**src/hdl/asc_map.vh**
```
// Register map, field positions, reset values and timing of the serial unit
`ifndef ASC_MAP_VH
`define ASC_MAP_VH
// Byte offsets
`define ASC_OFF_CTRL1 8'h00
`define ASC_OFF_CTRL2 8'h04
`define ASC_OFF_CTRL3 8'h08
`define ASC_OFF_STAT1 8'h0c
`define ASC_OFF_DATA  8'h10
// ctrl_one_reg fields
`define ASC_C1_ON    6
`define ASC_C1_CHAR9 4
`define ASC_C1_WAKE  3
`define ASC_C1_PAREN 1
`define ASC_C1_ODD   0
`define ASC_C1_WMASK 8'h5b
// ctrl_two_reg fields
`define ASC_C2_TXE_IE  7
`define ASC_C2_DONE_IE 6
`define ASC_C2_RXF_IE  5
`define ASC_C2_QUIET_IE 4
`define ASC_C2_TXEN    3
`define ASC_C2_RXON    2
`define ASC_C2_STBY    1
`define ASC_C2_BRK     0
// ctrl_three_reg fields
`define ASC_C3_RX9    7
`define ASC_C3_TX9    6
`define ASC_C3_WMASK  8'h4f
// status_one_reg fields
`define ASC_S1_TXE   7
`define ASC_S1_DONE  6
`define ASC_S1_RXF   5
`define ASC_S1_QUIET 4
`define ASC_S1_OVR   3
`define ASC_S1_NOISE 2
`define ASC_S1_FRAME 1
`define ASC_S1_PAR   0
// Reset values
`define ASC_RST_CTRL 8'h00
`define ASC_RST_STAT 8'hc0
// Timing
`define ASC_CLK_HZ  40000000
`define ASC_BAUD_HZ 9600
`define ASC_BAUD_DIV (`ASC_CLK_HZ / `ASC_BAUD_HZ)
// Bus responses
`define ASC_RESP_OK  2'b00
`define ASC_RESP_ERR 2'b10
`endif

```
**src/hdl/asc_tx.v**
```verilog
// Transmit shift register with one staged frame, shifted on the bit tick
module asc_tx (
   // Clock and reset
   input  wire        aclk,
   input  wire        aresetn,
   // Frame request
   input  wire        bit_tick,
   input  wire        load,
   input  wire [10:0] frame,
   input  wire [3:0]  len,
   // Status and line
   output wire        free,
   output wire        active,
   output reg         txd
);
   reg        staged_q;
   reg        sending_q;
   reg [10:0] fr_q;
   reg [3:0]  len_q;
   reg [10:0] sh_q;
   reg [3:0]  left_q;

   assign free   = ~staged_q;
   assign active = staged_q | sending_q;

   always @(posedge aclk) begin
      if (!aresetn) begin
         staged_q  <= 1'b0;
         sending_q <= 1'b0;
         fr_q      <= 11'h7ff;
         len_q     <= 4'h0;
         sh_q      <= 11'h7ff;
         left_q    <= 4'h0;
         txd       <= 1'b1;
      end else begin
         if (load) begin
            staged_q <= 1'b1;
            fr_q     <= frame;
            len_q    <= len;
         end
         if (bit_tick) begin
            if (left_q != 4'h0) begin
               txd    <= sh_q[0];
               sh_q   <= {1'b1, sh_q[10:1]};
               left_q <= left_q - 4'h1;
            end else if (staged_q) begin
               // Next frame follows the last bit with no gap
               txd       <= fr_q[0];
               sh_q      <= {1'b1, fr_q[10:1]};
               left_q    <= len_q - 4'h1;
               staged_q  <= 1'b0;
               sending_q <= 1'b1;
            end else begin
               txd       <= 1'b1;
               sending_q <= 1'b0;
            end
         end
      end
   end
endmodule // asc_tx

```
**src/hdl/asc_rx.v**
```verilog
// Receive shifter with three-sample majority vote and quiet-line counter
module asc_rx #(
   parameter DIV   = 4166,
   parameter CNT_W = 16
) (
   // Clock and reset
   input  wire       aclk,
   input  wire       aresetn,
   // Control
   input  wire       en,
   input  wire       char9,
   input  wire       rxd,
   // Results
   output reg        done,
   output reg  [8:0] data,
   output reg        stop_bad,
   output reg        noisy,
   output reg        quiet
);
   localparam integer     LAST_I = DIV - 1;
   localparam integer     MID_I  = DIV / 2;
   localparam [CNT_W-1:0] LAST   = LAST_I[CNT_W-1:0];
   localparam [CNT_W-1:0] MID    = MID_I[CNT_W-1:0];

   reg             busy_q;
   reg [CNT_W-1:0] cnt_q;
   reg [3:0]       idx_q;
   reg [8:0]       sh_q;
   reg             m1_q;
   reg             m2_q;
   reg [CNT_W-1:0] qcyc_q;
   reg [3:0]       qbits_q;
   wire [3:0]      ndata = char9 ? 4'd9 : 4'd8;
   wire            vote  = (m1_q & m2_q) | (m1_q & rxd) | (m2_q & rxd);
   wire            odd1  = (m1_q != m2_q) | (m2_q != rxd);

   always @(posedge aclk) begin
      if (!aresetn) begin
         busy_q <= 1'b0;
         cnt_q <= {CNT_W{1'b0}};
         idx_q <= 4'h0;
         sh_q <= 9'h000;
         m1_q <= 1'b1;
         m2_q <= 1'b1;
         qcyc_q <= {CNT_W{1'b0}};
         qbits_q <= 4'h0;
         done <= 1'b0;
         data <= 9'h000;
         stop_bad <= 1'b0;
         noisy <= 1'b0;
         quiet <= 1'b0;
      end else begin
         done  <= 1'b0;
         quiet <= 1'b0;
         if (!en) begin
            busy_q  <= 1'b0;
            qcyc_q  <= {CNT_W{1'b0}};
            qbits_q <= 4'h0;
         end else if (!busy_q) begin
            if (!rxd) begin
               busy_q  <= 1'b1;
               cnt_q   <= {CNT_W{1'b0}};
               idx_q   <= 4'h0;
               noisy   <= 1'b0;
               qcyc_q  <= {CNT_W{1'b0}};
               qbits_q <= 4'h0;
            end else if (qbits_q != ndata + 4'd2) begin
               // Count whole bit times of ones after the stop bit
               if (qcyc_q == LAST) begin
                  qcyc_q  <= {CNT_W{1'b0}};
                  qbits_q <= qbits_q + 4'h1;
                  quiet   <= (qbits_q == ndata + 4'd1);
               end else begin
                  qcyc_q <= qcyc_q + 1'b1;
               end
            end
         end else begin
            cnt_q <= (cnt_q == LAST) ? {CNT_W{1'b0}} : cnt_q + 1'b1;
            if (cnt_q == LAST)
               idx_q <= idx_q + 4'h1;
            if (cnt_q == MID - 1'b1)
               m1_q <= rxd;
            if (cnt_q == MID)
               m2_q <= rxd;
            if (cnt_q == MID + 1'b1) begin
               if (odd1)
                  noisy <= 1'b1;
               if (idx_q == 4'h0 && vote) begin
                  busy_q <= 1'b0;
               end else if (idx_q != 4'h0 && idx_q <= ndata) begin
                  sh_q <= {vote, sh_q[8:1]};
               end else if (idx_q == ndata + 4'h1) begin
                  done     <= 1'b1;
                  data     <= char9 ? sh_q : {1'b0, sh_q[8:1]};
                  stop_bad <= ~vote;
                  busy_q   <= 1'b0;
               end
            end
         end
      end
   end
endmodule // asc_rx

```
**src/hdl/asc_serial_unit.v**
```verilog
// Serial unit control, status and data registers behind an AXI4-Lite slave
`include "asc_map.vh"

module asc_serial_unit #(
   parameter BAUD_DIV = `ASC_BAUD_DIV,
   parameter CNT_W    = 16
) (
   // Clock and reset
   input  wire        aclk,
   input  wire        aresetn,
   // AXI4-Lite write
   input  wire [7:0]  s_axi_awaddr,
   input  wire        s_axi_awvalid,
   output reg         s_axi_awready,
   input  wire [31:0] s_axi_wdata,
   input  wire [3:0]  s_axi_wstrb,
   input  wire        s_axi_wvalid,
   output reg         s_axi_wready,
   output reg  [1:0]  s_axi_bresp,
   output reg         s_axi_bvalid,
   input  wire        s_axi_bready,
   // AXI4-Lite read
   input  wire [7:0]  s_axi_araddr,
   input  wire        s_axi_arvalid,
   output reg         s_axi_arready,
   output reg  [31:0] s_axi_rdata,
   output reg  [1:0]  s_axi_rresp,
   output reg         s_axi_rvalid,
   input  wire        s_axi_rready,
   // Serial line
   input  wire        rxd,
   output wire        txd,
   // Requests
   output reg         tx_irq,
   output reg         rx_irq,
   output reg         err_irq
);
   localparam integer     TICK_LAST_I = BAUD_DIV - 1;
   localparam [CNT_W-1:0] TICK_LAST   = TICK_LAST_I[CNT_W-1:0];
   reg [7:0]       ctrl_one_q;
   reg [7:0]       ctrl_two_q;
   reg [7:0]       ctrl_three_q;
   reg [7:0]       stat_q;
   reg [7:0]       seen_q;
   reg [7:0]       tx_data_q;
   reg [7:0]       rx_data_q;
   reg             rx_ninth_bit_q;
   reg             quiet_arm_q;
   reg             rx_on_was_q;
   reg             tx_enable_was_q;
   reg             pre_pend_q;
   reg             brk_tail_q;
   reg             tx_load_q;
   reg [10:0]      tx_frame_q;
   reg [3:0]       tx_len_q;
   reg [CNT_W-1:0] baud_cnt_q;
   reg             bit_tick_q;
   reg [31:0]      rd_val;
   reg             rd_hit;
   reg             wr_hit;
   reg [7:0]       stat_d;
   reg             standby_d;
   wire module_on    = ctrl_one_q[`ASC_C1_ON];
   wire char9        = ctrl_one_q[`ASC_C1_CHAR9];
   wire tx_enable    = ctrl_two_q[`ASC_C2_TXEN];
   wire rx_on        = ctrl_two_q[`ASC_C2_RXON];
   wire rx_standby   = ctrl_two_q[`ASC_C2_STBY];
   wire send_brk     = ctrl_two_q[`ASC_C2_BRK];
   wire tx_ninth_bit = ctrl_three_q[`ASC_C3_TX9];
   wire [3:0] char_len = char9 ? 4'd11 : 4'd10;
   // Bus handshakes
   wire wr_hs   = s_axi_awready & s_axi_awvalid & s_axi_wvalid;
   wire rd_hs   = s_axi_arready & s_axi_arvalid;
   wire wr_low  = wr_hs & s_axi_wstrb[0];
   wire rd_stat = rd_hs & (s_axi_araddr == `ASC_OFF_STAT1);
   wire rd_data = rd_hs & (s_axi_araddr == `ASC_OFF_DATA);
   wire wr_data = wr_low & (s_axi_awaddr == `ASC_OFF_DATA);
   // Transmitter and receiver
   wire       tx_free;
   wire       tx_active;
   wire       rx_done;
   wire [8:0] rx_word;
   wire       rx_stop_bad;
   wire       rx_noisy;
   wire       rx_quiet;
   asc_tx u_tx (
      .aclk     (aclk),
      .aresetn  (aresetn),
      .bit_tick (bit_tick_q),
      .load     (tx_load_q),
      .frame    (tx_frame_q),
      .len      (tx_len_q),
      .free     (tx_free),
      .active   (tx_active),
      .txd      (txd)
   );
   asc_rx #(.DIV(BAUD_DIV), .CNT_W(CNT_W)) u_rx (
      .aclk     (aclk),
      .aresetn  (aresetn),
      .en       (module_on & rx_on),
      .char9    (char9),
      .rxd      (rxd),
      .done     (rx_done),
      .data     (rx_word),
      .stop_bad (rx_stop_bad),
      .noisy    (rx_noisy),
      .quiet    (rx_quiet)
   );
   // Transmit choice: break, break tail, preamble, then data
   wire tx_can    = module_on & tx_enable & tx_free & ~tx_load_q;
   wire pick_brk  = tx_can & send_brk;
   wire pick_one  = tx_can & ~send_brk & brk_tail_q;
   wire pick_pre  = tx_can & ~send_brk & ~brk_tail_q & pre_pend_q;
   wire pick_data = tx_can & ~send_brk & ~brk_tail_q & ~pre_pend_q & ~stat_q[`ASC_S1_TXE];
   wire [7:0] tx_body = ctrl_one_q[`ASC_C1_PAREN] & ~char9 ?
                        {(^tx_data_q[6:0]) ^ ctrl_one_q[`ASC_C1_ODD], tx_data_q[6:0]} :
                        tx_data_q;
   wire tx_ninth = ctrl_one_q[`ASC_C1_PAREN] ?
                   (^tx_data_q) ^ ctrl_one_q[`ASC_C1_ODD] : tx_ninth_bit;
   // Received word checks
   wire [8:0] rx_bits  = char9 ? rx_word : {1'b0, rx_word[7:0]};
   wire rx_par_bad     = ctrl_one_q[`ASC_C1_PAREN] & ((^rx_bits) != ctrl_one_q[`ASC_C1_ODD]);
   wire rx_msb         = char9 ? rx_word[8] : rx_word[7];
   wire wake_mark      = ctrl_one_q[`ASC_C1_WAKE];
   wire rx_accept      = rx_done & (~rx_standby | (wake_mark & rx_msb));
   // Bit-rate enable
   always @(posedge aclk) begin
      if (!aresetn) begin
         baud_cnt_q <= {CNT_W{1'b0}};
         bit_tick_q <= 1'b0;
      end else begin
         bit_tick_q <= module_on & (baud_cnt_q == TICK_LAST);
         if (!module_on || baud_cnt_q == TICK_LAST)
            baud_cnt_q <= {CNT_W{1'b0}};
         else
            baud_cnt_q <= baud_cnt_q + 1'b1;
      end
   end
   // Transmit sequencing
   always @(posedge aclk) begin
      if (!aresetn) begin
         tx_enable_was_q <= 1'b0;
         pre_pend_q      <= 1'b0;
         brk_tail_q      <= 1'b0;
         tx_load_q       <= 1'b0;
         tx_frame_q      <= 11'h7ff;
         tx_len_q        <= 4'h0;
      end else begin
         tx_enable_was_q <= tx_enable;
         tx_load_q       <= pick_brk | pick_one | pick_pre | pick_data;
         if (!module_on)
            pre_pend_q <= 1'b0;
         else if (tx_enable & ~tx_enable_was_q)
            pre_pend_q <= 1'b1;
         else if (pick_pre | pick_brk)
            pre_pend_q <= 1'b0;
         if (pick_brk)
            brk_tail_q <= 1'b1;
         else if (pick_one)
            brk_tail_q <= 1'b0;
         if (pick_brk) begin
            tx_frame_q <= 11'h000;
            tx_len_q   <= char_len;
         end else if (pick_one) begin
            tx_frame_q <= 11'h7ff;
            tx_len_q   <= 4'd1;
         end else if (pick_pre) begin
            tx_frame_q <= 11'h7ff;
            tx_len_q   <= char_len;
         end else if (pick_data) begin
            tx_frame_q <= char9 ? {1'b1, tx_ninth, tx_body, 1'b0} :
                                  {2'b11, tx_body, 1'b0};
            tx_len_q   <= char_len;
         end
      end
   end
   // Next status: clears first, then sets, so a new event wins
   always @* begin
      stat_d    = stat_q;
      standby_d = rx_standby;
      if (rd_data) begin
         stat_d[`ASC_S1_RXF]   = stat_q[`ASC_S1_RXF] & ~seen_q[`ASC_S1_RXF];
         stat_d[`ASC_S1_QUIET] = stat_q[`ASC_S1_QUIET] & ~seen_q[`ASC_S1_QUIET];
         stat_d[`ASC_S1_OVR]   = stat_q[`ASC_S1_OVR] & ~seen_q[`ASC_S1_OVR];
         stat_d[`ASC_S1_NOISE] = stat_q[`ASC_S1_NOISE] & ~seen_q[`ASC_S1_NOISE];
         stat_d[`ASC_S1_FRAME] = stat_q[`ASC_S1_FRAME] & ~seen_q[`ASC_S1_FRAME];
         stat_d[`ASC_S1_PAR]   = stat_q[`ASC_S1_PAR] & ~seen_q[`ASC_S1_PAR];
      end
      if (wr_data && seen_q[`ASC_S1_TXE])
         stat_d[`ASC_S1_TXE] = 1'b0;
      if (pick_data)
         stat_d[`ASC_S1_TXE] = 1'b1;
      if (rx_done && rx_standby && wake_mark && rx_msb)
         standby_d = 1'b0;
      if (rx_quiet && rx_standby && !wake_mark)
         standby_d = 1'b0;
      if (rx_accept) begin
         if (stat_q[`ASC_S1_RXF]) begin
            stat_d[`ASC_S1_OVR] = 1'b1;
         end else begin
            stat_d[`ASC_S1_RXF] = 1'b1;
            if (rx_noisy)
               stat_d[`ASC_S1_NOISE] = 1'b1;
            if (rx_stop_bad)
               stat_d[`ASC_S1_FRAME] = 1'b1;
            if (rx_par_bad)
               stat_d[`ASC_S1_PAR] = 1'b1;
         end
      end
      if (rx_quiet && !rx_standby && quiet_arm_q)
         stat_d[`ASC_S1_QUIET] = 1'b1;
      stat_d[`ASC_S1_DONE] = stat_d[`ASC_S1_TXE] & ~tx_active & ~tx_load_q & ~pre_pend_q &
                             ~brk_tail_q & ~(tx_enable & send_brk);
      if (!module_on) begin
         stat_d[`ASC_S1_TXE]  = 1'b1;
         stat_d[`ASC_S1_DONE] = 1'b1;
      end
   end
   // Registers and flags
   always @(posedge aclk) begin
      if (!aresetn) begin
         ctrl_one_q     <= `ASC_RST_CTRL;
         ctrl_two_q     <= `ASC_RST_CTRL;
         ctrl_three_q   <= `ASC_RST_CTRL;
         stat_q         <= `ASC_RST_STAT;
         seen_q         <= 8'h00;
         tx_data_q      <= 8'h00;
         rx_data_q      <= 8'h00;
         rx_ninth_bit_q <= 1'b0;
         quiet_arm_q    <= 1'b0;
         rx_on_was_q    <= 1'b0;
      end else begin
         stat_q      <= stat_d;
         rx_on_was_q <= rx_on;
         ctrl_two_q[`ASC_C2_STBY] <= standby_d;
         if (rd_stat)
            seen_q <= stat_q;
         else if (rd_data)
            seen_q <= seen_q & 8'hc0;
         else if (wr_data)
            seen_q <= seen_q & 8'h7f;
         if (rx_accept && !stat_q[`ASC_S1_RXF]) begin
            rx_data_q      <= rx_word[7:0];
            rx_ninth_bit_q <= rx_msb;
         end
         if (rx_on & ~rx_on_was_q)
            quiet_arm_q <= 1'b0;
         else if (rx_accept && !stat_q[`ASC_S1_RXF])
            quiet_arm_q <= 1'b1;
         else if (stat_d[`ASC_S1_QUIET] ^ stat_q[`ASC_S1_QUIET])
            quiet_arm_q <= 1'b0;
         if (wr_low) begin
            case (s_axi_awaddr)
               `ASC_OFF_CTRL1: ctrl_one_q <= s_axi_wdata[7:0] & `ASC_C1_WMASK;
               `ASC_OFF_CTRL2: begin
                  ctrl_two_q[7:4] <= s_axi_wdata[7:4];
                  ctrl_two_q[`ASC_C2_BRK] <= s_axi_wdata[`ASC_C2_BRK];
                  if (!(rx_standby && !standby_d))
                     ctrl_two_q[`ASC_C2_STBY] <= s_axi_wdata[`ASC_C2_STBY];
                  if (module_on)
                     ctrl_two_q[3:2] <= s_axi_wdata[3:2];
               end
               `ASC_OFF_CTRL3: ctrl_three_q <= s_axi_wdata[7:0] & `ASC_C3_WMASK;
               `ASC_OFF_DATA:  tx_data_q <= s_axi_wdata[7:0];
               default: ;
            endcase
         end
      end
   end

   // Request outputs
   always @(posedge aclk) begin
      if (!aresetn) begin
         tx_irq  <= 1'b0;
         rx_irq  <= 1'b0;
         err_irq <= 1'b0;
      end else begin
         tx_irq  <= module_on &
                    ((ctrl_two_q[`ASC_C2_TXE_IE] & stat_q[`ASC_S1_TXE]) |
                     (ctrl_two_q[`ASC_C2_DONE_IE] & stat_q[`ASC_S1_DONE]));
         rx_irq  <= ~rx_standby &
                    ((ctrl_two_q[`ASC_C2_RXF_IE] & stat_q[`ASC_S1_RXF]) |
                     (ctrl_two_q[`ASC_C2_QUIET_IE] & stat_q[`ASC_S1_QUIET]));
         err_irq <= |(ctrl_three_q[3:0] & stat_q[3:0]);
      end
   end

   // Read data and decode
   always @* begin
      rd_hit = 1'b1;
      rd_val = 32'h0000_0000;
      case (s_axi_araddr)
         `ASC_OFF_CTRL1: rd_val = {24'h00_0000, ctrl_one_q};
         `ASC_OFF_CTRL2: rd_val = {24'h00_0000, ctrl_two_q};
         `ASC_OFF_CTRL3: rd_val = {24'h00_0000, rx_ninth_bit_q, ctrl_three_q[6:0]};
         `ASC_OFF_STAT1: rd_val = {24'h00_0000, stat_q};
         `ASC_OFF_DATA:  rd_val = {24'h00_0000, rx_data_q};
         default:        rd_hit = 1'b0;
      endcase
      case (s_axi_awaddr)
         `ASC_OFF_CTRL1, `ASC_OFF_CTRL2, `ASC_OFF_CTRL3,
         `ASC_OFF_STAT1, `ASC_OFF_DATA: wr_hit = 1'b1;
         default:                       wr_hit = 1'b0;
      endcase
   end

   // AXI4-Lite handshakes
   always @(posedge aclk) begin
      if (!aresetn) begin
         s_axi_awready <= 1'b0;
         s_axi_wready  <= 1'b0;
         s_axi_bvalid  <= 1'b0;
         s_axi_bresp   <= `ASC_RESP_OK;
         s_axi_arready <= 1'b0;
         s_axi_rvalid  <= 1'b0;
         s_axi_rresp   <= `ASC_RESP_OK;
         s_axi_rdata   <= 32'h0000_0000;
      end else begin
         if (wr_hs) begin
            s_axi_awready <= 1'b0;
            s_axi_wready  <= 1'b0;
            s_axi_bvalid  <= 1'b1;
            s_axi_bresp   <= wr_hit ? `ASC_RESP_OK : `ASC_RESP_ERR;
         end else if (s_axi_awvalid && s_axi_wvalid && !s_axi_bvalid && !s_axi_awready) begin
            s_axi_awready <= 1'b1;
            s_axi_wready  <= 1'b1;
         end
         if (s_axi_bvalid && s_axi_bready)
            s_axi_bvalid <= 1'b0;
         if (rd_hs) begin
            s_axi_arready <= 1'b0;
            s_axi_rvalid  <= 1'b1;
            s_axi_rdata   <= rd_val;
            s_axi_rresp   <= rd_hit ? `ASC_RESP_OK : `ASC_RESP_ERR;
         end else if (s_axi_arvalid && !s_axi_rvalid && !s_axi_arready) begin
            s_axi_arready <= 1'b1;
         end
         if (s_axi_rvalid && s_axi_rready)
            s_axi_rvalid <= 1'b0;
      end
   end
endmodule // asc_serial_unit

```
**config.mk**
```make
export PLATFORM = sky130hd
export DESIGN_NAME = asc_serial_unit
export DESIGN_NICKNAME = d
export VERILOG_FILES = /design/src/hdl/asc_tx.v /design/src/hdl/asc_rx.v /design/src/hdl/asc_serial_unit.v
export VERILOG_INCLUDE_DIRS = /design/src /design/src/hdl
export SDC_FILE = /design/constraint.sdc
export NUM_CORES = 1
export LEC_CHECK = 0
export BUFFER_PORTS_ARGS = -buffer_cell sky130_fd_sc_hd__buf_2
export CAP_MARGIN = 20
export CORE_ASPECT_RATIO = 1.5
export CORE_MARGIN = 2
export CORE_UTILIZATION = 60
export CTS_CLUSTER_DIAMETER = 40
export DETAILED_ROUTE_END_ITERATION = 10
export GPL_ROUTABILITY_DRIVEN = 0
export PLACE_DENSITY = 0.85
export SKIP_CTS_REPAIR_TIMING = 1
export SYNTH_ARGS = -nofsm -noshare
export SYNTH_HDL_FRONTEND = slang
export SYNTH_SLANG_ARGS = --single-unit
```
**constraint.sdc**
```tcl
create_clock -name aclk -period 6.42 [get_ports aclk]
set_input_delay 0.642 -clock aclk [delete_from_list [all_inputs] [get_ports aclk]]
set_output_delay 0.642 -clock aclk [all_outputs]
set_load 0.005 [all_outputs]
```
# Yosys cells after proc, flatten, opt, wreduce, memory -nomap -nowiden

Index checks and enable logic that the tools add are counted.

Register bits: 229
Input bits: 60
Output and inout bits: 45
Word-level logic and storage cells: 334

$add $sub $neg: 9
$lt $le $gt $ge: 1
Equality and inequality tests: 27
Muxes and demuxes: 81
Bitwise operators: 90
Reductions and logical operators: 74

Operator list:

| operator              | number |
|---|---|
| $mux 16               | 6 |
| $mux 11               | 6 |
| $mux 4                | 13 |
| $add 16x1->16 const B | 3 |
| $eq 16x12->1 const B  | 3 |
| $eq 16x13->1 const B  | 3 |
| $and 1x1->1           | 46 |
| $mux 1                | 42 |
| $pmux 8 s5            | 1 |
| $eq 8x4->1 const B    | 4 |
| $mux 8                | 4 |
| $not 1->1             | 29 |
| $reduce_and 2->1      | 11 |
| $logic_and 1x1->1     | 19 |
| $mux 9                | 2 |
| $eq 8x3->1 const B    | 2 |
| $eq 8x5->1 const B    | 2 |
| $logic_not 8->1       | 2 |
| $reduce_and 3->1      | 5 |
| $add 4x1->4 const B   | 3 |
| $reduce_bool 2->1     | 6 |
| $reduce_bool 4->1     | 3 |
| $reduce_or 2->1       | 6 |
| $reduce_or 6->1       | 2 |
| other kinds (26)      | 59 |

# Longest topological paths before layout

Gate-level depths: netlist of the first run.

Depth after elaboration: 13
Depth in mapped cells: 9
Depth with buffers taken out: 7

# Cells and area by module

From an unflattened synthesis of the first run, not the netlist that was laid out.

Cells, all modules: 1054
Area, all modules: 9354.0 um^2

By module, submodules not included:

| module          | instances | cells each | area an instance (um^2) | seq. area each (um^2) |
|---|---|---|---|---|
| asc_serial_unit | 1         | 526        | 4688.2                  | 2062.0 |
| asc_rx          | 1         | 382        | 3339.5                  | 1301.2 |
| asc_tx          | 1         | 146        | 1326.3                  | 640.6 |

# Least setup slack after synthesis of the first run

Ideal clock, no wire load.

Kind: input port to flip-flop
From: input port s_axi_araddr[6]
To: register s_axi_rresp[1]
Setup time: 0.115 ns
Arrival time: 2.287 ns
Data required time: 6.305 ns
Setup slack: 4.017 ns
Stages: 6
Buffers on the path: 2
Path through: or4_4 > or3_1 > buf_6 > or3_4 > buf_6 > and3_1

Word-level cells in the longest chain between the ends: 4
Elaborated cells on any way between the ends: 8
Those cells by class: 4 x eq/ne; 2 x mux; 2 x reduce/logical

Ends and longest elaborated chain:

| item                               | RTL line              | text |
|---|---|---|
| start: declaration                 | asc_serial_unit.v:23  | `input wire [7:0] s_axi_araddr,` |
| $eq 8x4->1 (tied with other cells) | asc_serial_unit.v:292 | `case (s_axi_araddr)` |
| $reduce_or 5->1 (no line) (*)      | n/a                   |  |
| $mux 1 (*)                         | asc_serial_unit.v:292 |  |
| $mux 2 (no line) (*)               | n/a                   |  |
| end signal: assignment             | asc_serial_unit.v:316 | `` s_axi_rresp <= `ASC_RESP_OK; `` |
| end signal: assignment             | asc_serial_unit.v:334 | `` s_axi_rresp <= rd_hit ? `ASC_RESP_OK : `ASC_RESP_ERR; `` |
| end: declaration                   | asc_serial_unit.v:27  | `output reg [1:0] s_axi_rresp,` |

Every way passes the cells marked *; elsewhere a longest branch is shown, timed or not.
A chain may end at the register's enable or synchronous reset.

# Final worst setup path of the first run

From: register ctrl_one_q[4]
To: register u_rx.data[7]

Word-level cells in the longest chain between the ends: 5
Elaborated cells on any way between the ends: 8
Those cells by class: 1 x add/sub; 1 x order compare; 1 x eq/ne; 2 x mux; 1 x bitwise; 2 x reduce/logical

Ends and longest elaborated chain:

| item                                                                | RTL line              | text |
|---|---|---|
| start: declaration                                                  | asc_serial_unit.v:40  | `reg [7:0] ctrl_one_q;` |
| start signal: assignment                                            | asc_serial_unit.v:222 | `` ctrl_one_q <= `ASC_RST_CTRL; `` |
| start signal: assignment                                            | asc_serial_unit.v:254 | `` `ASC_OFF_CTRL1: ctrl_one_q <= s_axi_wdata[7:0] & `ASC_C1_WMASK; `` |
| parallel branches: the longest is 5 deep, another holds $add 4x1->4 | n/a                   |  |
| end signal: assignment                                              | asc_rx.v:94           | `data <= char9 ? sh_q : {1'b0, sh_q[8:1]};` |
| end: declaration                                                    | asc_rx.v:15           | `output reg [8:0] data,` |

Several ways; the timed one is not identified.

==> key figures, run 1 <==
Synth
  – Ys async rst share: 0%
  – Post-synth EDFFs: 0
  – Syn Inst Count: 1091
  – Synth top area share: between 40% and 50%
  – Post-Synth XOR/XNOR Area: ~5%
  – Post-synthesis simple-gate area fraction: 23.2%
  – Top cells by area, synth: dfxtp_1 (43%), nand2_1 (6.2%), nor2_1 (5.3%)
  – Mux contribution to synthesized area: under 10%
  – Mapped Area: approximately 9200 um^2
  – Ys flop type: dfxtp_1
  – Compound-cell area share of the yosys netlist: 14.3%
  – Sequential share of the synthesized area: 43.0%
  – Cell variety after synth: 71
  – Combinational family with the most area after synthesis: simple AND/OR/NAND/NOR gates
  – Adder-cell share of the synthesized area: between 2 and 2.5%
  – Yosys top cell by area: dfxtp_1
  – Synthesized area per cell: approximately 8.5 um^2
  – Synth Warn #: 0
  – Synth Register Bits: between 150 and 200

Timing
  – Tcrit/Tclk final: 43.3%
  – Worst slew margin: 37.4%
  – Endpoints failing hold: 0
  – Smallest hold slack: roughly 0.46 ns
  – Finish-stage setup viols: 0
  – Max-slew violations: 0
  – Final Skew: about 0.012 ns
  – RSZ-0062 raised after global routing: false
  – Final worst slack: between 3 and 4 ns
  – TNS Setup: 0 ns
  – Final min period: 2.78 ns
  – Worst-margin pin slew: 0.933 ns
  – Highest Clock Rate: 0.360 GHz

Floorplan
  – Die width: 105 um
  – Ports: roughly 110
  – Die Y: 156 um
  – Initial Util: 61.2%
  – Core Rows: 55
  – Core box area: 15100 um^2
  – Die area: ~16000 um^2

CTS
  – CTS sink cnt: a little under 200
  – Max H-tree Level: 4
  – Skew-Pair Late Insertion Delay: 0.44 ns
  – CTS Root Cell: clkbuf_16
  – Maximum root-to-sink buffer count: 2
  – Clock slew at reported path FFs: 0.07 ns
  – CTS Buf Count: 17
  – CTS tree: built

Power and ir drop
  – Static Leak: 3.67 nW
  – Peak supply drop: 0.000184 V
  – Power density cells: approximately 240 nW/um^2

Cells and area
  – Commonest non-fill, non-tap cells in the layout: dfxtp_1 (198), nand2_1 (152), nor2_1 (131)
  – # fillers: 1218
  – Antenna diodes: 0
  – Syn-to-layout area delta: 8.74%
  – Commonest non-fill, non-tap cell in the layout: dfxtp_1
  – Final nets: between 1000 and 1500
  – Ratio of cells with drive above 1 in the final layout: 11.2%

Placement
  – Detailed Place HPWL: 14300 um
  – Place WS: 3.68 ns
  – I/O Buffers: 51

Drt
  – Via count: 7884
  – Drt total wl: 20400 um
  – DRC Markers: 0
  – Drt pass-1 iters: 7
  – Routed len/inst: 15.4 um
  – DR iter-0 viols: slightly below 600
  – Antenna-violating nets left: 0
  – Drt via density: 5.97

Setup path
  – Worst-path fanout max: 14
  – Type of the worst setup path: reg -> reg
  – Reg2Reg Setup Slack: ~3.6 ns
  – Endpoint type of the worst setup path: flip-flop
  – Worst Path Required: 6.77 ns
  – Critical Path Source Type: flip-flop
  – Crit path DAT: around 3.1 ns

GRT
  – Initial antenna violation count: 0
  – Gr usage total: 25.1%
  – Global-route wire length before repair: 33900 um
  – Vias in the first global route: 7259
  – Largest net degree at the start of global routing: 58
  – Gr ovfl total: 0

Hold path
  – HP Class: reg -> reg

Outcome
  – Outcome: finished, final reports clean

Job
  – # Max-Cap Violations: 0
[final timing paths]
check / startpoint / endpoint / depth (start not counted)
worst max-delay path: ctrl_one_q[4] / u_rx.data[7] / 7
worst min-delay path: u_rx.sh_q[0] / u_rx.sh_q[0] / 2
worst max register to register: ctrl_one_q[4] / u_rx.data[7] / 7
worst min register to register: u_rx.sh_q[0] / u_rx.sh_q[0] / 2
[sequential cells by signal (all words and copies together), names as in the netlist, 7 cells and up]
register     flops
stat_q           8
rx_data_q        8
u_rx.data        9
ctrl_two_q       8
u_rx.sh_q        9
s_axi_rdata      8
seen_q           7
baud_cnt_q      16
u_rx.qcyc_q     16
u_rx.cnt_q      16
tx_frame_q      11
tx_data_q        8
u_tx.fr_q       11
u_tx.sh_q       10
[final cells by class]
| class | instances | area (um^2) | share of cell area [%] |
|---|---|---|---|
| multi-input combinational | 812 | 4830 | 48.2 |
| sequential | 198 | 3960 | 39.5 |
| clock buffer | 17 | 425 | 4.24 |
| timing repair buffer | 60 | 320 | 3.19 |
| tap | 199 | 249 | 2.48 |
| clock inverter | 15 | 166 | 1.66 |
| inverter | 20 | 75.1 | 0.749 |
[logic make-up after synthesis]
logic type	count (synthesis)
AND/OR/NAND/NOR	458
AO/OA/AOI/OAI	203
buffers and inverters	106
adder cells (fa/ha/maj)	15
flip-flops	198
XOR/XNOR	51
multiplexers	59
other	1
[through the flow]
step                      power (mW)  utilization [%]  instance area (um^2)  instances
after floorplan                 1.31                -                  9320       1116
after global placement          1.33             62.5                  9430       1287
after detailed placement        1.33             62.6                  9430       1288
after CTS                       2.37             66.5                 10000       1320
after global routing            2.43             66.6                 10000       1321
final                           2.36             66.6                 10000       1321
[report_power, final]
part | switching [mW] | internal (mW) | leakage, nW
logic | 0.0491 | 0.0197 | 1.78
registers | 0.00225 | 1.23 | 1.60
clock network | 0.504 | 0.554 | 0.288
total | 0.556 | 1.80 | 3.67
[layer usage]
metal  wire length (um)  track usage, %  up-vias
li1                   -               -     3835
met1               8200            28.8     3752
met2              10700            45.3      231
met3                853            4.34       66
met4                650            11.0        0
met5                  0               0        -
[cell usage after synthesis (6+ instances only)]
library cell  count
nand4_1          12
a21oi_1          66
mux2i_1          43
nor2_1          131
and3_1           11
inv_1            19
ha_1             15
nor3_1           25
xor2_1           20
nand3_1          57
a41oi_1           8
xnor2_1          30
clkbuf_1         46
nand2_1         152
nor2b_1          10
o311ai_0          9
a22oi_1          19
mux2_2           16
buf_4            32
dfxtp_1         198
a311oi_1          8
o21ai_0          43
a211oi_1          9
nor4_1           13
o211ai_1          6
[worst max-delay path: stages (launching register included)]
cell	delay (ns)
dfxtp_1	0.47
buf_4	0.28
ha_1	0.28
nor2_1	0.10
o32ai_1	0.12
or4_1	0.56
nand3b_1	0.56
mux2i_1	0.32
No activity file was read; power rests on OpenSTA's default activity.
==> run 2, diff against run 1 <==
Settings changed: CORE_UTILIZATION 60 to 53, PLACE_DENSITY 0.85 to 0.79.
Clock period 6.42 ns to 2.3 ns, I/O delays scaled along.
==> run 2 against run 1 <==
- utilization fell by 6.7 points
- non-clock buffer count grew 28
- worst hold slack got worse by 0.41 ns
- final cell count up 3.2%
- register-to-register slack worse by 3.5 ns
- clock-buffer cell count stayed put
- flip-flop and latch count unchanged
- fmax rose by 30%
- power rose to 2.8 times the previous value
- clock power increased to 2.8 times the previous value
- die area up 13%
- worst setup slack got worse by 3.5 ns
- critical endpoint is now u_rx.stop_bad
==> key figures, run 2 (same netlist as run 1, synthesis figures left out) <==
Setup path
  – Reg2Reg Setup Slack: 0.16 ns (-3.48 ns)
  – CP max stage delay: 0.51 ns (-0.05 ns)
  – Register-to-Register Path Depth: 8 (+1)
  – Critical path, cell by cell: inv_1, ha_1, nor2_1, o32ai_1, or4_4, nand3b_1, buf_4, mux2i_1
  – Crit path DAT: 2.46 ns (-0.67 ns)
  – Worst reg2reg path startpoint: u_rx.idx_q[0]
  – Worst-path fanout max: 10 (-4)
  – Worst path slowest cell: or4_4
  – Endpoint type of the worst setup path: flip-flop
  – Crit Reg-Reg Endpoint: u_rx.stop_bad
  – Critical Path Source Type: flip-flop
  – Worst Path Required: 2.63 ns (-4.14 ns)
  – Type of the worst setup path: reg -> reg

CTS
  – Maximum root-to-sink buffer count: 2 (unchanged)
  – CTS sink cnt: 198 (unchanged)
  – Clock slew at reported path FFs: 0.08 ns (about the same)
  – Max H-tree Level: 4 (unchanged)
  – Skew-Pair Late Insertion Delay: 0.44 ns (about the same)
  – CTS Buf Count: 17 (unchanged)
  – CTS tree: built
  – CTS Root Cell: clkbuf_16

Timing
  – TNS Setup: 0 ns (unchanged)
  – Highest Clock Rate: 0.468 GHz (+30%)
  – Final min period: 2.14 ns (-0.640 ns)
  – Worst-margin pin slew: 0.642 ns (-0.290 ns)
  – Final worst slack: 0.163 ns (-3.48 ns)
  – Max-slew violations: 0 (unchanged)
  – Tcrit/Tclk final: 92.9% (+50 points)
  – RSZ-0062 raised after global routing: false
  – Worst slew margin: 56.6% (+19 points)
  – Finish-stage setup viols: 0 (unchanged)
  – Final Skew: 0.00647 ns (-0.00543 ns)
  – Endpoints failing hold: 0 (unchanged)

Hold path
  – Hold Crit Endpoint: s_axi_bvalid
  – HP Class: in -> reg
  – Hold Crit Depth: 3 (+1)
  – Hold_sp: s_axi_bready

Drt
  – Drt total wl: 20600 um (+1.2%)
  – Drt pass-1 iters: 5 (-2)
  – Via count: 7797 (-1.1%)
  – Antenna-violating nets left: 0 (unchanged)
  – Routed len/inst: 15.1 um (-1.9%)
  – DR iter-0 viols: 482 (-18%)
  – Drt via density: 5.72 (-4.2%)
  – DRC Markers: 0 (unchanged)

GRT
  – Gr usage total: 23.0% (-2.0 points)
  – Gr ovfl total: 0 (unchanged)
  – Initial antenna violation count: 0 (unchanged)
  – Largest net degree at the start of global routing: 30 (-48%)
  – Global-route wire length before repair: 35100 um (+3.6%)
  – Vias in the first global route: 7595 (+4.6%)

Power and ir drop
  – Peak supply drop: 0.000557 V (+200%)
  – Static Leak: 3.81 nW (+4.0%)
  – Power density cells: 643 nW/um^2 (+170%)

Placement
  – Detailed Place HPWL: 15000 um (+4.7%)
  – I/O Buffers: 51 (unchanged)
  – Post-DP Area: 9670 um^2 (+2.5%)
  – Place WS: 0.0201 ns (-3.66 ns)

Cells and area
  – Final Core Density: 59.8% (-6.7 points)
  – Final nets: 1212 (+2.4%)
  – Commonest non-fill, non-tap cell in the layout: dfxtp_1
  – Final instance area: 10300 um^2 (+2.6%)
  – Ratio of cells with drive above 1 in the final layout: 13.7% (+2.5 points)
  – # fillers: 1490 (+22%)
  – Commonest non-fill, non-tap cells in the layout: dfxtp_1 (197), nand2_1 (152), nor2_1 (130)
  – Syn-to-layout area delta: 11.6%
  – Antenna diodes: 0 (unchanged)
  – Top flop regs: baud_cnt_q (16), u_rx.cnt_q (16), u_rx.qcyc_q (16)

Floorplan
  – Die Y: 166 um (+6.2%)
  – Ports: 105 (unchanged)
  – Die width: 112 um (+6.2%)
  – Core Rows: 59 (+7.3%)
  – Die area: 18500 um^2 (+13%)
  – Core box area: 17200 um^2 (+14%)
  – Initial Util: 53.6% (-7.6 points)

Job
  – # Max-Cap Violations: 0 (unchanged)

Outcome
  – Outcome: finished, final reports clean
## run 2: cell types whose count changed in the layout (fill, tap and decap cells not counted), sizes merged
cell    change
buf        +28
clkinv      +2
bufinv      -1
inv         -1
## run 2: how the worst max path moves through the flow
stage,from,end
after floorplan,u_rx.idx_q[0],u_rx.data[0]
after global placement,u_rx.qcyc_q[1],u_rx.qcyc_q[13]
after detailed placement,u_rx.qcyc_q[1],u_rx.qcyc_q[10]
after CTS,u_rx.qcyc_q[1],u_rx.qcyc_q[13]
after global routing,u_rx.qcyc_q[0],u_rx.qcyc_q[3]
final,u_rx.idx_q[0],u_rx.stop_bad
## run 2: routing by layer
layer	part of all wire, %	up-vias	global-route usage [%]	routed length [um]
met2	54	232	43.4	11100
met4	3.4	0	11.6	705
met3	3.8	54	4.53	782
li1	-	3887	-	-
met5	0	-	0	0
met1	39	3624	24.3	8040
## run 2: layout make-up
| type | instances | area, um^2 | share of cell area, % |
|---|---|---|---|
| multi-input combinational | 812 | 4840 | 47.0 |
| sequential | 198 | 3970 | 38.5 |
| timing repair buffer | 88 | 533 | 5.18 |
| clock buffer | 17 | 425 | 4.13 |
| tap | 213 | 267 | 2.59 |
| clock inverter | 15 | 185 | 1.80 |
| inverter | 20 | 75.1 | 0.730 |
## run 2: stage by stage
| step | power, mW | hold WS [ns] | std cells |
|---|---|---|---|
| floorplan | 3.67 | 0.374 | 1116 |
| global placement | 3.72 | 0.438 | 1331 |
| detailed placement | 3.72 | 0.452 | 1331 |
| CTS | 6.67 | 0.0416 | 1363 |
| global route | 6.84 | 0.0561 | 1363 |
| finish | 6.62 | 0.0491 | 1363 |
## run 2: power by group
part	internal, mW	switching (mW)	total, mW
clock network	1.48	1.50	2.98
logic	0.0644	0.140	0.204
registers	3.43	0.00606	3.44
total	4.97	1.65	6.62
## run 2: critical path: cells and delay by family, from the launching register on
family / cells / cell delay (ns)
adder cells (fa/ha/maj): 1 / 0.31
buffers and inverters: 2 / 0.27
AO/OA/AOI/OAI: 1 / 0.13
flip-flops: 1 / 0.37
multiplexers: 1 / 0.13
AND/OR/NAND/NOR: 3 / 0.81
